===== config.mk =====
export PLATFORM = sky130hd
export DESIGN_NAME = sse_spi_port
export DESIGN_NICKNAME = d
export VERILOG_FILES = /design/src/verilog/sse_pkg.sv /design/src/verilog/sse_eng_if.sv /design/src/verilog/sse_spi_port.sv /design/src/verilog/sse_shift_engine.sv
export SDC_FILE = /design/constraint.sdc
export NUM_CORES = 1
export LEC_CHECK = 0
export ABC_AREA = 1
export BUFFER_PORTS_ARGS = -buffer_cell sky130_fd_sc_hd__buf_2
export CORE_ASPECT_RATIO = 0.7
export CORE_MARGIN = 1
export CORE_UTILIZATION = 51
export DETAILED_ROUTE_END_ITERATION = 7
export GPL_TIMING_DRIVEN = 1
export PLACE_DENSITY_LB_ADDON = 0.12
export SLEW_MARGIN = 20
export SYNTH_ARGS = -nofsm -noshare
export SYNTH_HDL_FRONTEND = slang
export SYNTH_HIERARCHICAL = 1
export SYNTH_SLANG_ARGS = --single-unit

===== constraint.sdc =====
create_clock -name i_clk -period 4.3 [get_ports i_clk]
set_clock_uncertainty 0.15 [all_clocks]
set_input_delay 1.075 -clock i_clk [delete_from_list [all_inputs] [get_ports i_clk]]
set_output_delay 1.075 -clock i_clk [all_outputs]
set_load 0.02 [all_outputs]

===== src/verilog/sse_pkg.sv =====
// constants, register map and types of the spi status and edge-select port
// assumes a 10 MHz system clock and a 32-bit axi4-lite register bus
package sse_pkg;
	// ======================================================
	// register map
	localparam int ADDR_W = 8;
	localparam logic [7:0] OFF_STATUS = 8'h00;
	localparam logic [7:0] OFF_CONTROL = 8'h04;
	localparam logic [7:0] OFF_BUFFER = 8'h08;
	localparam logic [7:0] OFF_IRQ_ST = 8'h0c;
	localparam logic [7:0] OFF_IRQ_MASK = 8'h10;
	typedef enum logic [2:0] {
		SEL_STATUS, SEL_CONTROL, SEL_BUFFER, SEL_IRQ_ST, SEL_IRQ_MASK, SEL_NONE
	} sse_sel_t;
	// ======================================================
	// field positions and reset values
	localparam int ST_SMP = 7;
	localparam int ST_CKE = 6;
	localparam int ST_BF = 0;
	localparam int CT_WCOL = 7;
	localparam int CT_OVF = 6;
	localparam int CT_EN = 5;
	localparam int CT_CPOL = 4;
	localparam int IRQ_RX = 0;
	localparam int IRQ_OVF = 1;
	localparam int IRQ_WCOL = 2;
	localparam int IRQ_W = 3;
	localparam logic [7:0] STATUS_RST = 8'h00;
	localparam logic [7:0] CONTROL_RST = 8'h00;
	localparam logic [IRQ_W-1:0] MASK_RST = 3'h0;
	// ======================================================
	// modes and timing
	localparam logic [3:0] MODE_M_DIV4 = 4'h0;
	localparam logic [3:0] MODE_M_DIV16 = 4'h1;
	localparam logic [3:0] MODE_M_DIV64 = 4'h2;
	localparam logic [3:0] MODE_M_TMR = 4'h3;
	localparam logic [3:0] MODE_S_SS = 4'h4;
	localparam logic [3:0] MODE_S_NOSS = 4'h5;
	localparam logic [5:0] HALF_DIV4 = 6'h02;
	localparam logic [5:0] HALF_DIV16 = 6'h08;
	localparam logic [5:0] HALF_DIV64 = 6'h20;
	localparam logic [4:0] TICK_LAST = 5'h10;
	localparam logic [3:0] BITS_LAST = 4'h7;
	localparam logic [1:0] RESP_OKAY = 2'h0;
	localparam logic [1:0] RESP_SLVERR = 2'h2;
	typedef enum logic [1:0] {M_IDLE = 2'b01, M_RUN = 2'b10} sse_mstate_t;

	function automatic sse_sel_t sse_reg_sel(input logic [ADDR_W-1:0] a);
		unique case (a)
			OFF_STATUS: sse_reg_sel = SEL_STATUS;
			OFF_CONTROL: sse_reg_sel = SEL_CONTROL;
			OFF_BUFFER: sse_reg_sel = SEL_BUFFER;
			OFF_IRQ_ST: sse_reg_sel = SEL_IRQ_ST;
			OFF_IRQ_MASK: sse_reg_sel = SEL_IRQ_MASK;
			default: sse_reg_sel = SEL_NONE;
		endcase
	endfunction : sse_reg_sel
endpackage : sse_pkg


===== src/verilog/sse_eng_if.sv =====
// interface between the register side and the shift engine
// assumes both ends run on the same system clock
interface sse_eng_if;
	logic en, master, cpol, cke, input_sample_phase, ss_use, load;
	logic [5:0] half;
	logic [7:0] tx_data;
	logic rx_done, busy;
	logic [7:0] rx_data;
	logic sck_in, sdi_in, ss_n_in;
	logic sck_out, sck_oe_n, sdo;
	modport ctl (output en, master, cpol, cke, input_sample_phase, ss_use, load, half,
		tx_data, sck_in, sdi_in, ss_n_in,
		input rx_done, busy, rx_data, sck_out, sck_oe_n, sdo);
	modport eng (input en, master, cpol, cke, input_sample_phase, ss_use, load, half,
		tx_data, sck_in, sdi_in, ss_n_in,
		output rx_done, busy, rx_data, sck_out, sck_oe_n, sdo);
endinterface : sse_eng_if


===== src/verilog/sse_spi_port.sv =====
// top of the spi status and edge-select port with axi4-lite registers
// assumes pins are asynchronous and the bus master keeps axi4-lite rules
// Overview of operation
// RQ1 - master samples at end of output time if phase bit set, else middle
// RQ2 - software keeps the sample-phase bit clear when operating as slave
// RQ3 - idle low: edge bit set gives data stable on rising clock edge
// RQ4 - idle high: edge bit set gives data stable on falling clock edge
// RQ5 - buffer-full sets when a received byte lands, clear when empty
// RQ6 - status bits five to one carry nothing in spi mode, read zero
// RQ7 - reading the receive buffer clears buffer-full
// RQ8 - slave byte arriving while buffer full sets overflow, byte discarded
// RQ9 - clock polarity bit set means clock idles high, else low
// RQ10 - only phase and edge bits of status are software writable
module sse_spi_port
	import sse_pkg::*;
(
	input wire logic i_clk,
	input wire logic i_reset,
	input wire logic [ADDR_W-1:0] i_awaddr,
	input wire logic i_awvalid,
	output logic o_awready,
	input wire logic [31:0] i_wdata,
	input wire logic [3:0] i_wstrb,
	input wire logic i_wvalid,
	output logic o_wready,
	output logic [1:0] o_bresp,
	output logic o_bvalid,
	input wire logic i_bready,
	input wire logic [ADDR_W-1:0] i_araddr,
	input wire logic i_arvalid,
	output logic o_arready,
	output logic [31:0] o_rdata,
	output logic [1:0] o_rresp,
	output logic o_rvalid,
	input wire logic i_rready,
	input wire logic i_sck,
	output logic o_sck,
	output logic o_sck_oe_n,
	input wire logic i_sdi,
	output logic o_sdo,
	input wire logic i_ss_n,
	output logic o_irq
);
	sse_eng_if eng();
	logic [2:0] sync1_r, sync2_r;
	logic awready_r, wready_r, bvalid_r, arready_r, rvalid_r, wlane_r;
	logic [1:0] bresp_r, rresp_r;
	logic [ADDR_W-1:0] awaddr_r;
	logic [7:0] wbyte_r, rd_byte, rxbuf_r, tx_r;
	logic [31:0] rdata_r;
	logic smp_r, cke_r, bf_r, wcol_r, ovf_r, en_r, cpol_r, load_r, irq_r;
	logic [3:0] mode_r;
	logic [IRQ_W-1:0] irq_st_r, irq_mask_r, irq_ev, irq_clr;
	logic wr_fire, wr_en, rd_fire, buf_wr, buf_rd, irq_any;
	logic rx_accept, rx_ovf, wcol_ev;
	sse_sel_t wr_sel, rd_sel;

	sse_shift_engine u_engine (
		.i_clk(i_clk),
		.i_reset(i_reset),
		.eng(eng.eng)
	);

	// ======================================================
	// pin synchronisers
	always_ff @(posedge i_clk) begin
		if (i_reset) begin
			sync1_r <= 3'h1;
			sync2_r <= 3'h1;
		end else begin
			sync1_r <= {i_sck, i_sdi, i_ss_n};
			sync2_r <= sync1_r;
		end
	end

	assign eng.sck_in = sync2_r[2];
	assign eng.sdi_in = sync2_r[1];
	assign eng.ss_n_in = sync2_r[0];
	// timer-sourced master clock falls back to the slowest divider
	assign eng.en = en_r && mode_r <= MODE_S_NOSS;
	assign eng.master = mode_r < MODE_S_SS;
	assign eng.ss_use = mode_r == MODE_S_SS;
	assign eng.half = (mode_r == MODE_M_DIV4) ? HALF_DIV4 :
		(mode_r == MODE_M_DIV16) ? HALF_DIV16 : HALF_DIV64;
	assign eng.cpol = cpol_r;
	assign eng.cke = cke_r;
	assign eng.input_sample_phase = smp_r;
	assign eng.load = load_r;
	assign eng.tx_data = tx_r;

	// ======================================================
	// axi4-lite write channel
	assign wr_fire = !awready_r && !wready_r && !bvalid_r;
	assign wr_en = wr_fire && wlane_r;
	assign wr_sel = sse_reg_sel(awaddr_r);
	assign rd_fire = i_arvalid && arready_r;
	assign rd_sel = sse_reg_sel(i_araddr);

	always_ff @(posedge i_clk) begin
		if (i_reset) begin
			awready_r <= 1'b1;
			wready_r <= 1'b1;
			bvalid_r <= 1'b0;
			bresp_r <= RESP_OKAY;
			awaddr_r <= 8'h00;
			wbyte_r <= 8'h00;
			wlane_r <= 1'b0;
		end else begin
			if (i_awvalid && awready_r) begin
				awaddr_r <= i_awaddr;
				awready_r <= 1'b0;
			end
			if (i_wvalid && wready_r) begin
				wbyte_r <= i_wdata[7:0];
				wlane_r <= i_wstrb[0];
				wready_r <= 1'b0;
			end
			if (wr_fire) begin
				bvalid_r <= 1'b1;
				bresp_r <= (wr_sel == SEL_NONE) ? RESP_SLVERR : RESP_OKAY;
			end
			if (bvalid_r && i_bready) begin
				bvalid_r <= 1'b0;
				awready_r <= 1'b1;
				wready_r <= 1'b1;
			end
		end
	end

	// ======================================================
	// axi4-lite read channel
	always_comb begin
		unique case (rd_sel)
			// RQ6 unused status bits read zero
			SEL_STATUS: rd_byte = {smp_r, cke_r, 5'h00, bf_r};
			SEL_CONTROL: rd_byte = {wcol_r, ovf_r, en_r, cpol_r, mode_r};
			SEL_BUFFER: rd_byte = rxbuf_r;
			SEL_IRQ_ST: rd_byte = {5'h00, irq_st_r};
			SEL_IRQ_MASK: rd_byte = {5'h00, irq_mask_r};
			default: rd_byte = 8'h00;
		endcase
	end

	always_ff @(posedge i_clk) begin
		if (i_reset) begin
			arready_r <= 1'b1;
			rvalid_r <= 1'b0;
			rresp_r <= RESP_OKAY;
			rdata_r <= 32'h0000_0000;
		end else begin
			if (rd_fire) begin
				arready_r <= 1'b0;
				rvalid_r <= 1'b1;
				rresp_r <= (rd_sel == SEL_NONE) ? RESP_SLVERR : RESP_OKAY;
				rdata_r <= {24'h00_0000, rd_byte};
			end
			if (rvalid_r && i_rready) begin
				rvalid_r <= 1'b0;
				arready_r <= 1'b1;
			end
		end
	end

	// ======================================================
	// receive buffer and flags
	assign buf_wr = wr_en && wr_sel == SEL_BUFFER;
	assign buf_rd = rd_fire && rd_sel == SEL_BUFFER;
	// RQ8 discard when still full
	assign rx_ovf = eng.rx_done && !eng.master && bf_r;
	assign rx_accept = eng.rx_done && !rx_ovf;
	assign wcol_ev = buf_wr && eng.busy;

	// RQ10 status writes touch bits 7 and 6 only
	always_ff @(posedge i_clk) begin
		if (i_reset) begin
			smp_r <= STATUS_RST[ST_SMP];
			cke_r <= STATUS_RST[ST_CKE];
		end else if (wr_en && wr_sel == SEL_STATUS) begin
			smp_r <= wbyte_r[ST_SMP];
			cke_r <= wbyte_r[ST_CKE];
		end
	end

	// RQ5 set on byte, set beats clear
	always_ff @(posedge i_clk) begin
		if (i_reset) begin
			bf_r <= STATUS_RST[ST_BF];
			rxbuf_r <= 8'h00;
		end else if (rx_accept) begin
			bf_r <= 1'b1;
			rxbuf_r <= eng.rx_data;
		end else if (buf_rd) begin
			// RQ7 read empties buffer
			bf_r <= 1'b0;
		end
	end

	// RQ9 polarity and mode from control
	always_ff @(posedge i_clk) begin
		if (i_reset) begin
			en_r <= CONTROL_RST[CT_EN];
			cpol_r <= CONTROL_RST[CT_CPOL];
			mode_r <= CONTROL_RST[3:0];
			wcol_r <= CONTROL_RST[CT_WCOL];
			ovf_r <= CONTROL_RST[CT_OVF];
		end else begin
			if (wr_en && wr_sel == SEL_CONTROL) begin
				en_r <= wbyte_r[CT_EN];
				cpol_r <= wbyte_r[CT_CPOL];
				mode_r <= wbyte_r[3:0];
			end
			// flags clear by writing zero, a new event wins
			if (wcol_ev) begin
				wcol_r <= 1'b1;
			end else if (wr_en && wr_sel == SEL_CONTROL && !wbyte_r[CT_WCOL]) begin
				wcol_r <= 1'b0;
			end
			if (rx_ovf) begin
				ovf_r <= 1'b1;
			end else if (wr_en && wr_sel == SEL_CONTROL && !wbyte_r[CT_OVF]) begin
				ovf_r <= 1'b0;
			end
		end
	end

	// writes while shifting are dropped and flagged
	always_ff @(posedge i_clk) begin
		if (i_reset) begin
			load_r <= 1'b0;
			tx_r <= 8'h00;
		end else begin
			load_r <= buf_wr && !eng.busy && eng.en;
			if (buf_wr && !eng.busy) begin
				tx_r <= wbyte_r;
			end
		end
	end

	// ======================================================
	// interrupts
	always_comb begin
		irq_ev = '0;
		irq_ev[IRQ_RX] = rx_accept;
		irq_ev[IRQ_OVF] = rx_ovf;
		irq_ev[IRQ_WCOL] = wcol_ev;
		irq_clr = (wr_en && wr_sel == SEL_IRQ_ST) ? wbyte_r[IRQ_W-1:0] : 3'h0;
		irq_any = |(irq_st_r & irq_mask_r);
	end

	always_ff @(posedge i_clk) begin
		if (i_reset) begin
			irq_st_r <= 3'h0;
			irq_mask_r <= MASK_RST;
			irq_r <= 1'b0;
		end else begin
			irq_st_r <= (irq_st_r & ~irq_clr) | irq_ev;
			irq_r <= irq_any;
			if (wr_en && wr_sel == SEL_IRQ_MASK) begin
				irq_mask_r <= wbyte_r[IRQ_W-1:0];
			end
		end
	end

	assign o_awready = awready_r;
	assign o_wready = wready_r;
	assign o_bresp = bresp_r;
	assign o_bvalid = bvalid_r;
	assign o_arready = arready_r;
	assign o_rdata = rdata_r;
	assign o_rresp = rresp_r;
	assign o_rvalid = rvalid_r;
	assign o_sck = eng.sck_out;
	assign o_sck_oe_n = eng.sck_oe_n;
	assign o_sdo = eng.sdo;
	assign o_irq = irq_r;

	// ======================================================
	// checks
	a_bf_set: // RQ5
	assert property (@(posedge i_clk) disable iff (i_reset)
		rx_accept |=> (bf_r && rxbuf_r == $past(eng.rx_data)))
		else $error("buffer full not set on byte");
	a_bf_clear: // RQ7
	assert property (@(posedge i_clk) disable iff (i_reset)
		(buf_rd && !rx_accept) |=> !bf_r)
		else $error("buffer read did not clear full flag");
	a_ovf_drop: // RQ8
	assert property (@(posedge i_clk) disable iff (i_reset)
		(rx_ovf && !buf_rd) |=> (ovf_r && bf_r && $stable(rxbuf_r)))
		else $error("overflow byte not discarded");
	a_status_zero: // RQ6
	assert property (@(posedge i_clk) disable iff (i_reset)
		(rd_fire && rd_sel == SEL_STATUS) |=> (rdata_r[5:1] == 5'h00))
		else $error("unused status bits not zero");
	a_status_ro: // RQ10
	assert property (@(posedge i_clk) disable iff (i_reset)
		(wr_en && wr_sel == SEL_STATUS && !bf_r && !rx_accept) |=> !bf_r)
		else $error("software set buffer full");
	a_irq_level:
	assert property (@(posedge i_clk) disable iff (i_reset)
		1'b1 |=> (irq_r == $past(irq_any)))
		else $error("interrupt output wrong");
endmodule : sse_spi_port


===== src/verilog/sse_shift_engine.sv =====
// spi shift engine: master clock generation, slave edge detection
// assumes pin inputs arrive already synchronised to i_clk
module sse_shift_engine
	import sse_pkg::*;
(
	input wire logic i_clk,
	input wire logic i_reset,
	sse_eng_if.eng eng
);
	sse_mstate_t st_r;
	logic [5:0] div_r;
	logic [4:0] k_r;
	logic [3:0] bits_r;
	logic [7:0] sh_r, rx_sh_r, rx_data_r, rx_next;
	logic sck_prev_r, sck_r, oe_n_r, sdo_r, rx_done_r;
	logic tick, m_tick, m_shift, m_mid, s_sel, s_lead, s_trail;
	logic do_samp, do_shift, done;

	// ======================================================
	// edge selection
	always_comb begin
		tick = (div_r == eng.half - 6'h01);
		m_tick = eng.master && st_r == M_RUN && tick;
		// RQ3 shift edge choice
		m_shift = eng.cke ? k_r[0] : (!k_r[0] && k_r != 5'h00);
		m_mid = eng.cke ? (!k_r[0] && k_r != TICK_LAST) : k_r[0];
		s_sel = eng.en && !eng.master && !(eng.ss_use && eng.ss_n_in);
		s_lead = eng.sck_in != sck_prev_r && eng.sck_in != eng.cpol;
		s_trail = eng.sck_in != sck_prev_r && eng.sck_in == eng.cpol;
		if (eng.master) begin
			// RQ1 sample at end or middle
			do_samp = m_tick && (eng.input_sample_phase ? m_shift : m_mid);
			do_shift = m_tick && m_shift;
			done = m_tick && k_r == TICK_LAST;
		end else begin
			// RQ2 phase bit ignored as slave
			do_samp = s_sel && (eng.cke ? s_lead : s_trail);
			// RQ4 slave shift edge
			do_shift = s_sel && (eng.cke ? s_trail : s_lead) && bits_r != 4'h0;
			done = do_samp && bits_r == BITS_LAST;
		end
		rx_next = do_samp ? {rx_sh_r[6:0], eng.sdi_in} : rx_sh_r;
	end

	assign eng.busy = eng.master ? (st_r == M_RUN) : (bits_r != 4'h0);
	assign eng.rx_done = rx_done_r;
	assign eng.rx_data = rx_data_r;
	assign eng.sck_out = sck_r;
	assign eng.sck_oe_n = oe_n_r;
	assign eng.sdo = sdo_r;

	// ======================================================
	// master sequencer: 16 clock half periods plus one closing tick
	always_ff @(posedge i_clk) begin
		if (i_reset || !eng.en || !eng.master) begin
			st_r <= M_IDLE;
			div_r <= 6'h00;
			k_r <= 5'h00;
		end else begin
			unique case (st_r)
				M_IDLE: begin
					div_r <= 6'h00;
					k_r <= 5'h00;
					if (eng.load) begin
						st_r <= M_RUN;
					end
				end
				M_RUN: begin
					if (tick) begin
						div_r <= 6'h00;
						k_r <= k_r + 5'h01;
						if (k_r == TICK_LAST) begin
							st_r <= M_IDLE;
						end
					end else begin
						div_r <= div_r + 6'h01;
					end
				end
			endcase
		end
	end

	// RQ9 clock idles at polarity level
	always_ff @(posedge i_clk) begin
		if (i_reset) begin
			sck_r <= 1'b0;
			oe_n_r <= 1'b1;
		end else begin
			oe_n_r <= !(eng.en && eng.master);
			if (st_r != M_RUN) begin
				sck_r <= eng.cpol;
			end else if (m_tick && k_r != TICK_LAST) begin
				sck_r <= ~sck_r;
			end
		end
	end

	// ======================================================
	// shift data
	always_ff @(posedge i_clk) begin
		if (i_reset) begin
			sck_prev_r <= 1'b0;
			sh_r <= 8'h00;
			sdo_r <= 1'b0;
			rx_sh_r <= 8'h00;
			rx_data_r <= 8'h00;
			rx_done_r <= 1'b0;
			bits_r <= 4'h0;
		end else begin
			sck_prev_r <= eng.sck_in;
			rx_done_r <= done;
			rx_sh_r <= rx_next;
			if (done) begin
				rx_data_r <= rx_next;
			end
			if (eng.master || !s_sel) begin
				bits_r <= 4'h0;
			end else if (do_samp) begin
				bits_r <= done ? 4'h0 : bits_r + 4'h1;
			end
			if (eng.load && !eng.busy) begin
				sh_r <= eng.tx_data;
				sdo_r <= eng.tx_data[7];
			end else if (do_shift) begin
				sh_r <= {sh_r[6:0], 1'b0};
				sdo_r <= sh_r[6];
			end
		end
	end

	// ======================================================
	// checks
	a_sample_end: // RQ1
	assert property (@(posedge i_clk) disable iff (i_reset)
		(m_tick && eng.input_sample_phase) |-> (do_samp == m_shift))
		else $error("master end sample misplaced");
	a_sample_mid: // RQ1
	assert property (@(posedge i_clk) disable iff (i_reset)
		(m_tick && !eng.input_sample_phase) |-> (do_samp == m_mid))
		else $error("master middle sample misplaced");
	a_edge_pol_low: // RQ3
	assert property (@(posedge i_clk) disable iff (i_reset)
		(do_shift && eng.master && !eng.cpol && k_r != TICK_LAST)
		|=> (sck_r == !eng.cke))
		else $error("data changed on wrong edge, idle low");
	a_edge_pol_high: // RQ4
	assert property (@(posedge i_clk) disable iff (i_reset)
		(do_shift && eng.master && eng.cpol && k_r != TICK_LAST)
		|=> (sck_r == eng.cke))
		else $error("data changed on wrong edge, idle high");
	a_idle_level: // RQ9
	assert property (@(posedge i_clk) disable iff (i_reset)
		(st_r == M_IDLE && $past(st_r) == M_IDLE && $stable(eng.cpol))
		|-> (sck_r == eng.cpol))
		else $error("clock not at idle level");
endmodule : sse_shift_engine


# [Yosys cells after proc, flatten, opt, wreduce, memory -nomap -nowiden]
# Cells that the tools add are included.
[op_classes] n_bitwise=5 add_sub_neg=4 eq_ne=33 muxes=39 reduce_logical=75 magnitude_cmp=2
[op_table] operator="$logic_and A1 B1 Y1" count=42
[op_table] operator="$pmux W8 S5" count=1
[op_table] operator="$eq A8 B4 Y1 const B" count=4
[op_table] operator="$pmux W3 S5" count=2
[op_table] operator="$mux W1" count=19
[op_table] operator="$mux W6" count=3
[op_table] operator="$eq A8 B3 Y1 const B" count=2
[op_table] operator="$eq A8 B5 Y1 const B" count=2
[op_table] operator="$logic_not A8 Y1" count=2
[op_table] operator="$mux W7" count=2
[op_table] operator="$logic_not A1 Y1" count=13
[op_table] operator="$eq A3 B2 Y1 const B" count=4
[op_table] operator="$eq A3 B3 Y1 const B" count=4
[op_table] operator="$pmux W6 S2" count=1
[op_table] operator="$mux W2" count=5
[op_table] operator="$pmux W5 S2" count=1
[op_table] operator="$reduce_bool A2 Y1" count=5
[op_table] operator="$eq A4 B3 Y1 const B" count=2
[op_table] operator="$mux W8" count=1
[op_table] operator="$add A6 B1 Y6 const B" count=1
[op_table] operator="$and A3 B3 Y3" count=2
[op_table] operator="$eq A3 B1 Y1 const B" count=2
[op_table] operator="$eq A6 B6 Y1" count=1
[op_table] operator="$logic_not A3 Y1" count=2
[op_table] operator="other kinds (28)" count=35
[word_totals] output_inout_bits=45 reg_bits=120 word_cells=197 inputBits=62

# [Longest topological paths before layout]
[logic_depth] ltp_word=10 mapped_depth=18

# [By module]
# The synthesis kept the hierarchy.
[modules_own_cells] module="sse_spi_port" cells_each=436 n_inst=1 seq_area_each_um2=1461.4 area_per_inst_um2=3209.3
[modules_own_cells] module="sse_shift_engine" cells_each=368 n_inst=1 seq_area_each_um2=900.9 area_per_inst_um2=2452.4

# [Worst setup path after synthesis]
# Ideal clock, no wire load.
[synth_timing] path_kind="register -> register" start="register mode_r[2]" end="register u_engine.bits_r[1]" t_arrival_ns=2.193 path_slack_ns=1.841 period_less_slack_ns=2.459 path_stages_with_launch=17 t_required_ns=4.034 n_path_buf=0 setup_time_ns=0.116 path_cell_list="dfxtp_1 > nor2_1 > inv_1 > nor2_1 > inv_1 > ha_1 > inv_1 > nand2_1 > nand2_1 > nor2_2 > nand3_4 > nor2_8 > nand4_2 > nand2_4 > nand2_1 > nand2_2 > nor2_1"
[synth_via] word_cells_on_any_way=27 cone_classes="add/sub: 1; order compare: 2; eq/ne: 3; mux: 5; reduce/logical: 16"
[synth_lines] item="from (decl)" line_no="sse_spi_port.sv:52" rtl="logic [3:0] mode_r;"
[synth_lines] item="from (signal assigned)" line_no="sse_spi_port.sv:203" rtl="mode_r <= CONTROL_RST[3:0];"
[synth_lines] item="from (signal assigned)" line_no="sse_spi_port.sv:210" rtl="mode_r <= wbyte_r[3:0];"
[synth_lines] item="$lt A4 B3 Y1 (*)" line_no="sse_spi_port.sv:81" rtl="assign eng.master = mode_r < MODE_S_SS;"
[synth_lines] item="named net eng.master" line_no="sse_eng_if.sv:4" rtl="logic en, master, cpol, cke, input_sample_phase, ss_use, load;"
[synth_lines] item="$logic_not A1 Y1" line_no="sse_shift_engine.sv:27" rtl="s_sel = eng.en && !eng.master && !(eng.ss_use && eng.ss_n_in);"
[synth_lines] item="$logic_and A1 B1 Y1 (2 in a row)" line_no="sse_shift_engine.sv:27"
[synth_lines] item="$logic_and A1 B1 Y1" line_no="sse_shift_engine.sv:37" rtl="do_samp = s_sel && (eng.cke ? s_lead : s_trail);"
[synth_lines] item="$logic_and A1 B1 Y1" line_no="sse_shift_engine.sv:40" rtl="done = do_samp && bits_r == BITS_LAST;"
[synth_lines] item="$mux W1" line_no="sse_shift_engine.sv:30" rtl="if (eng.master) begin"
[synth_lines] item="$mux W4" line_no="sse_shift_engine.sv:119" rtl="bits_r <= done ? 4'h0 : bits_r + 4'h1;"
[synth_lines] item="to (signal assigned)" line_no="sse_shift_engine.sv:119"
[synth_lines] item="to (decl)" line_no="sse_shift_engine.sv:13" rtl="logic [3:0] bits_r;"
# The timed path passes the listed nets; every way through them passes the cells marked *.
# A chain may end at the register's enable or synchronous reset.

# [Final worst setup path]
# Same ends and word-level chain as after synthesis.

==> impl_summary.md <==
Routing
For this block, the initial DRC count from the detailed router was 394. Across all layers, the routed design uses 5077 vias. The average vias per placed instance is 4.939. Before antenna repair, the detailed router went through 5 iterations. The number of DRC violations after detailed routing is 0. In this run the remaining antenna-violating nets after routing total 0.

In the final routed layout, each cell accounts on average for 12.40 um. The final layout contains routed wiring with a total length of 12750 um.

Floorplanning
The effective utilization at floorplan is 53.66%. The core region area is 10550 um2. After floorplanning, the core was divided into 31 placement rows. The die span in x is 127.9 um. The die covers 11530 um2. 107 I/O pins were placed. In this run the vertical extent of the chip is 90.15 um.

Status
The flow ran to the end, and the final reports show no timing, DRC or antenna violations.

GRT
Entering global routing, the biggest net connects 57 pins. The initial antenna violation count is 0. The global-route wire length before repair is 21740 um. The leftover overflow at the end of global routing is 0. The via count of the first global-routing pass was 4763.

Across every metal layer, demand over resource in global routing totals 23.76%.

Logic synthesis
The sequential element share of the synthesized area is 41.72%. The share of flip-flops with an asynchronous set or reset after synthesis is 0%. Summing every instance area after synthesis gives 5662 um2. The count of flip-flops with a built-in enable after synthesis is 0. Yosys mapped the design onto 42 distinct sky130hd cell types.

The number of flip-flops and latches in the synthesized netlist is 118. Synthesis produced 804 cells. The average instance area after synthesis is 7.042 um2. The number of warnings printed during yosys synthesis is 6. The flip-flop cell with the highest count after synthesis is sky130_fd_sc_hd__dfxtp_1.

Clock tree
The tree is rooted in a sky130_fd_sc_hd__clkbuf_16. The clock network latency to the later pin of the worst-skew pair is 0.41 ns. The deepest clock path buffer count is 2. The number of setup buffers added after CTS is 0. After clock tree synthesis, the flow added hold-fix buffers numbering 0.

The total CTS buffers is 17. The clock input transition at the sequential cells of the worst setup and hold paths is 0.05 ns. After clock tree synthesis, the repair step resized 0 gates. The CTS tree is yes. The number of clock sinks is 118.

The H-tree level count is 4.

Layout
Fill cells in the final layout number 978. The synthesis-to-finish area growth is 16.49%. The number of nets in the final layout is 936. The sequential cell area in the final layout is 2362 um2. 0 antenna diodes ended up in the layout.

The final design instance area without fill is 6595 um2. Cells with a size suffix above 1 make up 14.32% of the layout. The area of the multi-input gates is 2706 um2.

Critical path
STA classifies the critical path startpoint as a flip-flop. The worst setup path is of the flip-flop to flip-flop kind. The type of destination of the critical path is a flip-flop. On the worst path, the slowest cell contributes a delay of 0.36 ns.

At the worst endpoint, the required time is 4.45 ns. The cell with the biggest individual delay on the critical path is sky130_fd_sc_hd__dfxtp_1. For the worst setup path, the data arrival time is 3.16 ns.

The signal on the critical path passes through nor2_1 > inv_1 > nor2_1 > inv_1 > ha_1 > inv_1 > nand2_1 > nand2_1 > nor2_2 > nand3_4 > nor2_8 > nand4_2 > nand2_4 > nand2_1 > nand2_2 > nor2_1. The highest fanout seen on the critical path is 10. The number of buffers and inverters on the critical path is 3.

The kind of cell with the highest combined delay along the critical path is simple AND/OR/NAND/NOR gates.

STA
The final-report max-slew violation count is 0. The worst path uses 70.07% of the clock period. Setup repair after global routing left no endpoint under its margin.

The aggregate negative setup slack is 0 ns. The relative max-transition margin is 55.28%. The worst path in the final design needs a cycle of 3.013 ns, including I/O delays and setup. The final-report hold violation count is 0. Timing would allow up to 331.9 MHz. The actual transition at the worst max-transition pin is 0.6701 ns. Hold timing on the final database bottoms out at a slack of 0.2518 ns. The count of endpoints failing setup in the final report is 0.

Run
The max-cap check violation count is 0.

Placed design
The half-perimeter wire length of the detailed placement result is 9124 um. Once placement finished, the instance area stood at 5962 um2. The placer's final routability congestion estimate is 0.7936. Port buffering added 53 buffers.

Power
The maximum vdd drop is 0.3794 mV. Dividing total power by cell area gives a power density of 423.6 nW/um2. For this design the static power due to leakage is 3.012 nW.

Worst hold path
The worst hold path belongs to the class flip-flop to flip-flop.
[tightest hold or removal path, cell delays in order, from the launching register on]
cell and delay [ns]:
sky130_fd_sc_hd__dfxtp_1 0.29, sky130_fd_sc_hd__inv_1 0.04, sky130_fd_sc_hd__nor2_1 0.03
[state kept, by name (all words and copies together), names as in the netlist, 5 cells and up]
name,cells
wbyte_r,8
u_engine/sh_r,7
u_engine/k_r,5
u_engine/rx_sh_r,8
awaddr_r,8
eng.tx_data,8
u_engine/eng.rx_data,8
u_engine/div_r,6
rxbuf_r,8
o_rdata,8
[cells in the mapped netlist, types with 2 or more instances]
cell type                  count  area share [%]
sky130_fd_sc_hd__clkbuf_1     11            0.73
sky130_fd_sc_hd__ha_1          6             1.3
sky130_fd_sc_hd__inv_2         6            0.40
sky130_fd_sc_hd__nand4_1       4            0.44
sky130_fd_sc_hd__nor2_2        8            0.88
sky130_fd_sc_hd__or2_2         3            0.33
sky130_fd_sc_hd__nand2_4       3            0.60
sky130_fd_sc_hd__a21oi_1      68             6.0
sky130_fd_sc_hd__nand2_2       4            0.44
sky130_fd_sc_hd__nand2_1     198              13
sky130_fd_sc_hd__a21oi_2       4            0.62
sky130_fd_sc_hd__dfxtp_1     118              42
sky130_fd_sc_hd__xnor2_1       4            0.62
sky130_fd_sc_hd__buf_4        27             3.6
sky130_fd_sc_hd__xor2_1        6            0.93
sky130_fd_sc_hd__o21ai_0      46             4.1
sky130_fd_sc_hd__inv_1       106             7.0
sky130_fd_sc_hd__nand3_1      75             6.6
sky130_fd_sc_hd__nand4_2       2            0.44
sky130_fd_sc_hd__nor3_1        6            0.53
sky130_fd_sc_hd__nor2_1       72             4.8
sky130_fd_sc_hd__buf_2         3            0.27
sky130_fd_sc_hd__nor2_4        4            0.80
sky130_fd_sc_hd__o21a_1        2            0.27
[metal layers]
metal  global-route usage (%)  share of wire (%)  vias up
li1                         -                  -     2607
met1                    32.73                 50     2317
met2                    36.50                 43      134
met3                    4.107                4.9       19
met4                    10.20                1.8        0
met5                        0                  0        -
[kinds of logic after synthesis]
family	synth area share (%)
fa+ha+maj	1.326
buf+inv	12.80
compound gates	11.73
other cells	0.06623
xor+xnor	1.547
simple gates	30.81
flops	41.72
[report_power, final]
group          total [mW]  switching [mW]  internal (mW)
clock network        1.51           0.487           1.03
logic               0.148           0.106         0.0418
registers            1.13          0.0177           1.12
[per-stage QoR]
stage | total power, mW | util (%) | instances | worst slack, ns
floorplan | 1.279 | - | 839 | 1.841
global placement | 1.298 | 56.51 | 997 | 1.372
detailed placement | 1.303 | 56.51 | 997 | 1.310
CTS | 2.812 | 62.51 | 1028 | 1.293
global route | 2.875 | 62.51 | 1028 | 1.012
finish | 2.794 | 62.51 | 1028 | 1.287
[area by class of cell]
cell class / instances / share of cell area [%]
clock inverters: 8 / 2.201
repair buffers: 54 / 4.136
multi-input cells: 563 / 41.04
well taps: 148 / 2.808
inverters: 114 / 6.602
flip-flops and latches: 118 / 35.82
clock buffers: 23 / 7.399
[final timing paths]
| check | startpoint | to | slack, ns | cells after the start |
|---|---|---|---|---|
| setup / recovery | mode_r[2] | u_engine/bits_r[1] | 1.29 | 16 |
| hold / removal | sync1_r[1] | sync2_r[1] | 0.25 | 2 |
| setup reg to reg | mode_r[2] | u_engine/bits_r[1] | 1.29 | 16 |
| hold reg to reg | sync1_r[1] | sync2_r[1] | 0.25 | 2 |
[cell usage in the layout, fill, tap and decap left out, types with 4 or more instances in the layout]
cell type | netlist | routed
sky130_fd_sc_hd__nor2_4 | 4 | 4
sky130_fd_sc_hd__clkbuf_8 | 0 | 4
sky130_fd_sc_hd__nor2_2 | 8 | 8
sky130_fd_sc_hd__clkbuf_16 | 0 | 17
sky130_fd_sc_hd__inv_1 | 106 | 106
sky130_fd_sc_hd__a21oi_1 | 68 | 68
sky130_fd_sc_hd__a21oi_2 | 4 | 4
sky130_fd_sc_hd__nor2_1 | 72 | 72
sky130_fd_sc_hd__bufinv_16 | 0 | 4
sky130_fd_sc_hd__nand4_1 | 4 | 4
sky130_fd_sc_hd__o21ai_0 | 46 | 46
sky130_fd_sc_hd__nand3_1 | 75 | 75
sky130_fd_sc_hd__dfxtp_1 | 118 | 118
sky130_fd_sc_hd__ha_1 | 6 | 6
sky130_fd_sc_hd__nor3_1 | 6 | 6
sky130_fd_sc_hd__xnor2_1 | 4 | 4
sky130_fd_sc_hd__xor2_1 | 6 | 6
sky130_fd_sc_hd__buf_2 | 3 | 53
sky130_fd_sc_hd__inv_2 | 6 | 6
sky130_fd_sc_hd__conb_1 | 1 | 36
sky130_fd_sc_hd__nand2_2 | 4 | 4
sky130_fd_sc_hd__nand2_1 | 198 | 198
No activity file was read; power rests on OpenSTA's default activity.
